$ cat src/crxf0_cfg.svh
`ifndef CRXF0_CFG_SVH
`define CRXF0_CFG_SVH

// register offsets
`define CRXF0_OFS_NEW_DATA_UPPER  8'h9C
`define CRXF0_OFS_FIFO0_CONFIG    8'hA0
`define CRXF0_OFS_FIFO0_STATUS    8'hA4
`define CRXF0_OFS_FIFO0_ACK       8'hA8
`define CRXF0_OFS_IRQ_STATUS      8'hC0
`define CRXF0_OFS_IRQ_MASK        8'hC4

// configuration field positions
`define CRXF0_CFG_MODE_BIT        31
`define CRXF0_CFG_WM_HI           30
`define CRXF0_CFG_WM_LO           24
`define CRXF0_CFG_SIZE_HI         22
`define CRXF0_CFG_SIZE_LO         16
`define CRXF0_CFG_SA_HI           15
`define CRXF0_CFG_SA_LO           2

// status field positions
`define CRXF0_ST_LOST_BIT         25
`define CRXF0_ST_FULL_BIT         24
`define CRXF0_ST_PUT_HI           21
`define CRXF0_ST_PUT_LO           16
`define CRXF0_ST_GET_HI           13
`define CRXF0_ST_GET_LO           8
`define CRXF0_ST_FILL_HI          6
`define CRXF0_ST_FILL_LO          0

// acknowledge field
`define CRXF0_ACK_HI              5
`define CRXF0_ACK_LO              0

// interrupt bit positions
`define CRXF0_IRQ_LOST            0
`define CRXF0_IRQ_WM              1
`define CRXF0_IRQ_FULL            2
`define CRXF0_IRQ_NEW             3
`define CRXF0_IRQ_BITS            4

// limits and reset values
`define CRXF0_MAX_ELEMS           7'h40
`define CRXF0_RST_WORD            32'h0000_0000
`define CRXF0_RST_IRQ             4'h0

`endif

$ cat src/crxf0_pkg.sv
package crxf0_pkg;

    typedef struct packed {
        logic        wr;
        logic        rd;
        logic [7:0]  addr;
        logic [31:0] wdata;
    } crxf0_bus_req_t;

    typedef struct packed {
        logic       valid;
        logic [5:0] index;
    } crxf0_buf_evt_t;

    typedef struct packed {
        logic        overwrite;
        logic [6:0]  watermark;
        logic [6:0]  size;
        logic [13:0] start_addr;
    } crxf0_fifo_cfg_t;

endpackage : crxf0_pkg

$ cat src/crxf0_regs.sv
`timescale 1ns/100ps
`include "crxf0_cfg.svh"
module crxf0_regs
    import crxf0_pkg::*;
(
    input  wire logic            clk_i,
    input  wire logic            arst_n_i,
    input  wire crxf0_bus_req_t  bus_req_i,
    output logic [31:0]          bus_rdata_o,
    input  wire logic            cfg_unlocked_i,
    input  wire crxf0_buf_evt_t  buf_update_i,
    input  wire logic            fifo0_store_i,
    output logic                 fifo0_store_ok_o,
    output logic [5:0]           fifo0_store_index_o,
    output crxf0_fifo_cfg_t      fifo0_cfg_o,
    output logic                 irq_o
);

    // ------------------------------------------------------------
    // decode
    // ------------------------------------------------------------
    logic hit_nd;
    logic hit_cfg;
    logic hit_ack;
    logic hit_irq;
    logic hit_msk;
    logic wr_nd;
    logic wr_cfg;
    logic wr_ack;
    logic wr_irq;
    logic wr_msk;

    assign hit_nd  = (bus_req_i.addr == `CRXF0_OFS_NEW_DATA_UPPER);
    assign hit_cfg = (bus_req_i.addr == `CRXF0_OFS_FIFO0_CONFIG);
    assign hit_ack = (bus_req_i.addr == `CRXF0_OFS_FIFO0_ACK);
    assign hit_irq = (bus_req_i.addr == `CRXF0_OFS_IRQ_STATUS);
    assign hit_msk = (bus_req_i.addr == `CRXF0_OFS_IRQ_MASK);

    // a locked config write is dropped whole, not field by field
    assign wr_cfg = bus_req_i.wr && hit_cfg && cfg_unlocked_i;
    assign wr_nd  = bus_req_i.wr && hit_nd;
    assign wr_ack = bus_req_i.wr && hit_ack;
    assign wr_irq = bus_req_i.wr && hit_irq;
    assign wr_msk = bus_req_i.wr && hit_msk;

    // ------------------------------------------------------------
    // new-data flags, buffers 32..63
    // ------------------------------------------------------------
    logic [31:0] new_data_upper_flags;
    logic [31:0] nd_set;
    logic [31:0] nd_clr;
    logic [31:0] next_new_data_upper_flags;
    logic        upd_upper;

    // lower-bank updates belong to the other register and are ignored
    assign upd_upper = buf_update_i.valid && buf_update_i.index[5];

    generate
        for (genvar b = 0; b < 32; b++) begin : g_nd
            assign nd_set[b] = upd_upper
                               && (buf_update_i.index[4:0] == 5'(b));
            assign nd_clr[b] = wr_nd && bus_req_i.wdata[b];
            // set wins so an update racing the clear is not lost
            assign next_new_data_upper_flags[b] =
                nd_set[b] | (new_data_upper_flags[b] & ~nd_clr[b]);
        end
    endgenerate

    always_ff @(posedge clk_i or negedge arst_n_i) begin
        if (!arst_n_i) begin
            new_data_upper_flags <= `CRXF0_RST_WORD;
        end else begin
            new_data_upper_flags <= next_new_data_upper_flags;
        end
    end

    // ------------------------------------------------------------
    // fifo 0 configuration
    // ------------------------------------------------------------
    crxf0_fifo_cfg_t cfg;
    crxf0_fifo_cfg_t cfg_wr;

    // reserved bits 23, 1 and 0 are never captured
    assign cfg_wr.overwrite  = bus_req_i.wdata[`CRXF0_CFG_MODE_BIT];
    assign cfg_wr.watermark  =
        bus_req_i.wdata[`CRXF0_CFG_WM_HI:`CRXF0_CFG_WM_LO];
    assign cfg_wr.size       =
        bus_req_i.wdata[`CRXF0_CFG_SIZE_HI:`CRXF0_CFG_SIZE_LO];
    assign cfg_wr.start_addr =
        bus_req_i.wdata[`CRXF0_CFG_SA_HI:`CRXF0_CFG_SA_LO];

    always_ff @(posedge clk_i or negedge arst_n_i) begin
        if (!arst_n_i) begin
            cfg <= '0;
        end else if (wr_cfg) begin
            cfg <= cfg_wr;
        end
    end

    assign fifo0_cfg_o = cfg;

    // oversize clamps to the maximum element count
    logic [6:0] size_eff;
    assign size_eff = (cfg.size > `CRXF0_MAX_ELEMS) ? `CRXF0_MAX_ELEMS
                                                    : cfg.size;

    // ------------------------------------------------------------
    // index helper
    // ------------------------------------------------------------
    // indices wrap at the clamped (effective) size, not at the field width
    function automatic logic [5:0] wrap_inc(input logic [5:0] x,
                                            input logic [6:0] sz);
        logic [6:0] nx;
        nx = {1'b0, x} + 7'h01;
        wrap_inc = (nx >= sz) ? 6'h00 : nx[5:0];
    endfunction : wrap_inc

    // ------------------------------------------------------------
    // fifo 0 pointers and fill level
    // ------------------------------------------------------------
    logic [5:0] fifo0_put_index;
    logic [5:0] fifo0_get_index;
    logic [6:0] fifo0_fill_level;
    logic [5:0] next_put;
    logic [5:0] next_get;
    logic [6:0] next_fill;
    logic       store_ok;
    logic       store_lost;
    logic       fifo0_full;

    // size zero means no fifo, so it can never read full
    assign fifo0_full = (size_eff != 7'h00)
                        && (fifo0_fill_level == size_eff);

    // ------------------------------------------------------------
    // acknowledge: new get index and the fill it leaves behind
    // ------------------------------------------------------------
    logic       ack_take;
    logic [5:0] ack_index;
    logic [5:0] ack_get;
    logic [6:0] ack_fill;

    // with no fifo there is nothing to acknowledge
    assign ack_take  = wr_ack && (size_eff != 7'h00);
    assign ack_index = bus_req_i.wdata[`CRXF0_ACK_HI:`CRXF0_ACK_LO];
    assign ack_get   = wrap_inc(ack_index, size_eff);

    always_comb begin
        if (ack_get == fifo0_put_index) begin
            ack_fill = 7'h00;
        end else if (fifo0_put_index > ack_get) begin
            ack_fill = 7'({1'b0, fifo0_put_index} - {1'b0, ack_get});
        end else begin
            // the unread span wraps past the last element
            ack_fill = 7'({1'b0, fifo0_put_index} + size_eff
                          - {1'b0, ack_get});
        end
    end

    always_comb begin
        next_put   = fifo0_put_index;
        next_get   = fifo0_get_index;
        next_fill  = fifo0_fill_level;
        store_ok   = 1'b0;
        store_lost = 1'b0;
        // ack is applied first so a same-cycle store sees freed room
        if (ack_take) begin
            next_get  = ack_get;
            next_fill = ack_fill;
        end
        if (fifo0_store_i) begin
            if (size_eff == 7'h00) begin
                store_lost = 1'b1;
            end else if (next_fill == size_eff) begin
                if (cfg.overwrite) begin
                    store_ok = 1'b1;
                    next_put = wrap_inc(next_put, size_eff);
                    next_get = wrap_inc(next_get, size_eff);
                end else begin
                    store_lost = 1'b1;
                end
            end else begin
                store_ok  = 1'b1;
                next_put  = wrap_inc(next_put, size_eff);
                next_fill = next_fill + 7'h01;
            end
        end
        // a new geometry restarts the fifo empty
        if (wr_cfg) begin
            next_put  = 6'h00;
            next_get  = 6'h00;
            next_fill = 7'h00;
            store_ok  = 1'b0;
        end
    end

    always_ff @(posedge clk_i or negedge arst_n_i) begin
        if (!arst_n_i) begin
            fifo0_put_index <= '0;
        end else begin
            fifo0_put_index <= next_put;
        end
    end

    always_ff @(posedge clk_i or negedge arst_n_i) begin
        if (!arst_n_i) begin
            fifo0_get_index <= '0;
        end else begin
            fifo0_get_index <= next_get;
        end
    end

    always_ff @(posedge clk_i or negedge arst_n_i) begin
        if (!arst_n_i) begin
            fifo0_fill_level <= '0;
        end else begin
            fifo0_fill_level <= next_fill;
        end
    end

    // ------------------------------------------------------------
    // answer to the protocol engine
    // ------------------------------------------------------------
    // the engine writes at the current put index when told ok
    assign fifo0_store_ok_o    = store_ok;
    assign fifo0_store_index_o = fifo0_put_index;

    // ------------------------------------------------------------
    // interrupt flags and mask
    // ------------------------------------------------------------
    logic [`CRXF0_IRQ_BITS-1:0] irq_status;
    logic [`CRXF0_IRQ_BITS-1:0] irq_mask;
    logic [`CRXF0_IRQ_BITS-1:0] irq_set;
    logic                       wm_valid;

    assign wm_valid = (cfg.watermark != 7'h00)
                      && (cfg.watermark <= `CRXF0_MAX_ELEMS);

    // edge on the level, so a fifo parked at the mark fires only once
    logic wm_reached;
    logic became_full;

    assign wm_reached  = wm_valid && store_ok
                         && (next_fill == cfg.watermark)
                         && (fifo0_fill_level != cfg.watermark);
    assign became_full = store_ok && (next_fill == size_eff)
                         && (fifo0_fill_level != size_eff);

    always_comb begin
        irq_set = '0;
        irq_set[`CRXF0_IRQ_LOST] = store_lost;
        irq_set[`CRXF0_IRQ_WM]   = wm_reached;
        irq_set[`CRXF0_IRQ_FULL] = became_full;
        irq_set[`CRXF0_IRQ_NEW]  = store_ok;
    end

    logic [`CRXF0_IRQ_BITS-1:0] irq_clr;
    logic [`CRXF0_IRQ_BITS-1:0] next_irq_status;

    generate
        for (genvar i = 0; i < `CRXF0_IRQ_BITS; i++) begin : g_irq
            assign irq_clr[i] = wr_irq && bus_req_i.wdata[i];
            // set wins over a simultaneous clear
            assign next_irq_status[i] =
                irq_set[i] | (irq_status[i] & ~irq_clr[i]);
        end
    endgenerate

    always_ff @(posedge clk_i or negedge arst_n_i) begin
        if (!arst_n_i) begin
            irq_status <= `CRXF0_RST_IRQ;
        end else begin
            irq_status <= next_irq_status;
        end
    end

    always_ff @(posedge clk_i or negedge arst_n_i) begin
        if (!arst_n_i) begin
            irq_mask <= `CRXF0_RST_IRQ;
        end else if (wr_msk) begin
            irq_mask <= bus_req_i.wdata[`CRXF0_IRQ_BITS-1:0];
        end
    end

    // level output, drops as soon as software clears or masks the cause
    assign irq_o = |(irq_status & irq_mask);

    // ------------------------------------------------------------
    // readback words, reserved bits forced to zero
    // ------------------------------------------------------------
    logic [31:0] cfg_word;
    logic [31:0] status_word;

    always_comb begin
        cfg_word = `CRXF0_RST_WORD;
        cfg_word[`CRXF0_CFG_MODE_BIT] = cfg.overwrite;
        cfg_word[`CRXF0_CFG_WM_HI:`CRXF0_CFG_WM_LO] = cfg.watermark;
        cfg_word[`CRXF0_CFG_SIZE_HI:`CRXF0_CFG_SIZE_LO] = cfg.size;
        cfg_word[`CRXF0_CFG_SA_HI:`CRXF0_CFG_SA_LO] = cfg.start_addr;
    end

    // lost bit is the interrupt flag itself, so one clear serves both
    always_comb begin
        status_word = `CRXF0_RST_WORD;
        status_word[`CRXF0_ST_LOST_BIT] =
            irq_status[`CRXF0_IRQ_LOST];
        status_word[`CRXF0_ST_FULL_BIT] = fifo0_full;
        status_word[`CRXF0_ST_PUT_HI:`CRXF0_ST_PUT_LO] =
            fifo0_put_index;
        status_word[`CRXF0_ST_GET_HI:`CRXF0_ST_GET_LO] =
            fifo0_get_index;
        status_word[`CRXF0_ST_FILL_HI:`CRXF0_ST_FILL_LO] =
            fifo0_fill_level;
    end

    // ------------------------------------------------------------
    // read path, data one cycle after the strobe
    // ------------------------------------------------------------
    logic [31:0] rd_mux;

    always_comb begin
        rd_mux = `CRXF0_RST_WORD;
        unique case (bus_req_i.addr)
            `CRXF0_OFS_NEW_DATA_UPPER: begin
                rd_mux = new_data_upper_flags;
            end
            `CRXF0_OFS_FIFO0_CONFIG: begin
                rd_mux = cfg_word;
            end
            `CRXF0_OFS_FIFO0_STATUS: begin
                rd_mux = status_word;
            end
            `CRXF0_OFS_IRQ_STATUS: begin
                rd_mux[`CRXF0_IRQ_BITS-1:0] = irq_status;
            end
            `CRXF0_OFS_IRQ_MASK: begin
                rd_mux[`CRXF0_IRQ_BITS-1:0] = irq_mask;
            end
            default: begin
                rd_mux = `CRXF0_RST_WORD;
            end
        endcase
    end

    always_ff @(posedge clk_i or negedge arst_n_i) begin
        if (!arst_n_i) begin
            bus_rdata_o <= `CRXF0_RST_WORD;
        end else if (bus_req_i.rd) begin
            // idle cycles return zero so a stale word is never seen
            bus_rdata_o <= rd_mux;
        end else begin
            bus_rdata_o <= `CRXF0_RST_WORD;
        end
    end

endmodule : crxf0_regs

$ cat config.mk
export PLATFORM = sky130hd
export DESIGN_NAME = crxf0_regs
export DESIGN_NICKNAME = d
export VERILOG_FILES = /design/src/crxf0_pkg.sv /design/src/crxf0_regs.sv
export VERILOG_INCLUDE_DIRS = /design/src
export SDC_FILE = /design/constraint.sdc
export NUM_CORES = 1
export LEC_CHECK = 0
export BUFFER_PORTS_ARGS = -buffer_cell sky130_fd_sc_hd__clkbuf_2
export CORE_UTILIZATION = 58
export DETAILED_ROUTE_END_ITERATION = 8
export PLACE_DENSITY = 0.83
export SETUP_SLACK_MARGIN = 0.4
export SLEW_MARGIN = 25
export SYNTH_ARGS = -nofsm -noshare
export SYNTH_HDL_FRONTEND = slang
export SYNTH_SLANG_ARGS = --single-unit
$ cat constraint.sdc
create_clock -name clk_i -period 8.6 [get_ports clk_i]
set_input_delay 0.86 -clock clk_i [delete_from_list [all_inputs] [get_ports clk_i]]
set_output_delay 0.86 -clock clk_i [all_outputs]
set_load 0.05 [all_outputs]
==> run metrics <==
run status completed; CP most frequent cell a21o_1; DRT Wirelength between 20000 and 25000 um; Synth Area in XOR/XNOR 4.14%; Clock Root Buffer clkbuf_16; post-synthesis adder-cell area fraction 7.89%; Num CTS Buffers 17; DR pass1 iterations 6; switching fraction of total power roughly a third; CTS tree built; post-synth top area cell dfrtp_1; #FFs+latches synth 120; first-pass GRT wire length 38700 um; number of synthesized flops with an enable pin 0; hold depth 2; Hold Path Sink new_data_upper_flags[2]; GR Util met2 between 50% and 60%; Netlist cell types 70; Main synth FF type dfrtp_1; Crit path max-delay family compound AO/OA/AOI/OAI gates; Iter 0 DRT Violations 1127; worst skew pair latency 0.43 ns; simple-gate share of the synthesized area 23.3%; final setup TNS 0 ns; clock power share 37.4%; Critical Path Source Type flip-flop; via count 7663; fin crit period 7.75 ns; cell area after synthesis 7800 um2; internal power 1.28 mW; Syn. warnings 0; Boundary Pins 122; final worst path period share 90.2%; global route hottest layer met2; top cells by area, synth dfrtp_1 38%, nand2_1 8.0%, ha_1 6.1%; Layout Utilization around 69%; CP Class reg2out; RR Startpoint fifo0_cfg_o[15]; full die area 13900 um2; core outline area 13200 um2; IO buf count 121; top cells by count, synth 166 x nand2_1, 120 x dfrtp_1, 83 x nor2_1; WP data required 7.74 ns; Worst Hold Class reg2reg; slowest cell on the critical path dfrtp_1; H-tree depth 4; PwrDens 214 nW/um2; cts hold-fix bufs 0; asr flop ratio synth 100%; Max Clock Skew approximately 0.013 ns; placed cells 1150; post-synthesis net count 990; clk slew on worst S/H paths 0.06 ns; most common cell in the synthesized netlist nand2_1; post-synthesis sequential area ratio roughly 38%; wire length per cell ~21 um; met3 Usage GRT 6.73%; Setup WS pre-CTS around 1.1 ns; post-synth top area share 38.5%; Site Rows 42; setup violators final 0; post-synthesis instance total 892; Syn Area/Cell 8.75 um2; sequential power share around a third; n_diodes 0; worst path bufs/invs 7; met1 Use GR about 48%; Pleak 4.36 nW; vias in the first global route 7094; Fmax achieved 129 MHz; reg-to-reg setup timing slack 1.75 ns; Worst EP arrival 6.89 ns; cts repair resizes 0; starting density of the core approximately three fifths; Die Ht 118 um; CP peak stage delay 0.59 ns; post-synthesis compound-gate area fraction approximately 19%; total clock sinks 120; Critical Path End Type output pin; Antenna Nets Post-Route 0; GR Overflow Total 0; area post-placement 8500 um2; Slew headroom roughly two fifths; Post-CTS Setup Bufs 0; CTS Buffer Depth 2; Reg2Reg Depth 27; crit-path max FO 12; mux cell area share after synthesis 2.28%; worst-margin pin slew 0.918 ns; endpoints failing hold 0; vias per cell about 6.5; Die X 118 um; Final nets 1091; Comb pwr share 27.8%; setup ws final 0.845 ns; initial antenna violation count 0; Layout Cells excl Fill 1181; Hold Crit Start new_data_upper_flags[2]; main combinational cell family by area after synthesis simple AND/OR/NAND/NOR gates; GRT Total Usage 36.4%; Worst VDD drop between 0.1 and 0.15 mV; DRC Markers 0; final-report max-slew violation count 0; gpl congestion 0.956; Hold WS 0.491 ns; Layout area overhead 16.8%; post-DP HPWL 17300 um; FF-to-FF End irq_status[1]; Psw 678 uW; largest net degree at the start of global routing 62; maxcap violations 0; RSZ-0062 raised after global routing false; final instance area around 9100 um2; total power draw about 2 mW; layout cell share with drive strength beyond 1 19.6%
-- worst max-delay path by stage --
stage	to	slack (ns)	startpoint	cells after the start
global route	fifo0_store_ok_o	0.52	fifo0_cfg_o[15]	28
finish	fifo0_store_ok_o	0.85	fifo0_cfg_o[15]	28
floorplan	fifo0_store_ok_o	1.54	fifo0_cfg_o[20]	27
CTS	fifo0_store_ok_o	0.70	fifo0_cfg_o[20]	28
detailed placement	fifo0_store_ok_o	1.07	bus_req_i[0]	28
global placement	fifo0_store_ok_o	1.26	bus_req_i[0]	28
-- registers in the layout, summed over array words and instances (netlist names) --
name,cells
bus_rdata_o,32
fifo0_fill_level,7
fifo0_get_index,6
fifo0_cfg_o,29
irq_mask,4
new_data_upper_flags,32
irq_status,4
fifo0_store_index_o,6
-- cell families (layout without fill, tap and decap cells) --
logic type,count (synthesis),count (layout)
muxes,17,17
DFF,120,120
buffers and inverters,86,199
and+or+nand+nor,388,388
adders and majority gates,45,45
AOI/OAI and AO/OA,200,200
xor gates and xnor gates,36,36
-- final cells by class --
class	instances	area [um2]
multi-input cells	686	4450
fillers	1016	4080
flip-flops and latches	120	3000
repair buffers	136	721
clock buffers	17	425
well taps	176	220
clock inverters	14	175
inverters	32	120
-- worst reg2reg max path, delay by kind of cell, from the launching register on --
kind / cells / cell delay [ns]
and+or+nand+nor: 10 / 2.33
AOI/OAI and AO/OA: 10 / 2.23
adders and majority gates: 3 / 1.01
buffers and inverters: 4 / 0.60
DFF: 1 / 0.59
-- cells in the final DEF, fill, tap and decap left out, types with 9 or more instances in the layout --
cell / instances
a21o_1: 11
a21oi_1: 31
a222oi_1: 18
a22o_1: 20
a22oi_1: 17
a31oi_1: 9
a32o_1: 11
buf_4: 16
clkbuf_16: 17
clkbuf_2: 120
dfrtp_1: 119
ha_1: 38
inv_1: 31
mux2i_1: 11
nand2_1: 166
nand2b_1: 16
nand3_1: 32
nand4_1: 9
nor2_1: 83
nor2b_1: 13
nor3_1: 12
o21ai_0: 24
xnor2_1: 24
xor2_1: 11
-- power by group through the flow --
stage,logic (mW),registers (mW),clock network [mW]
final,0.544,0.679,0.731
after global routing,0.593,0.681,0.757
after CTS,0.533,0.676,0.733
after detailed placement,0.529,0.684,0
after global placement,0.527,0.681,0
after floorplan,0.377,0.680,0
-- layer usage --
layer | vias up | part of all wire, %
met3 | 87 | 10
met5 | - | 0
met2 | 518 | 47
met4 | 0 | 3.8
met1 | 3660 | 39
li1 | 3398 | -
Power figures use the tool's default switching activity.
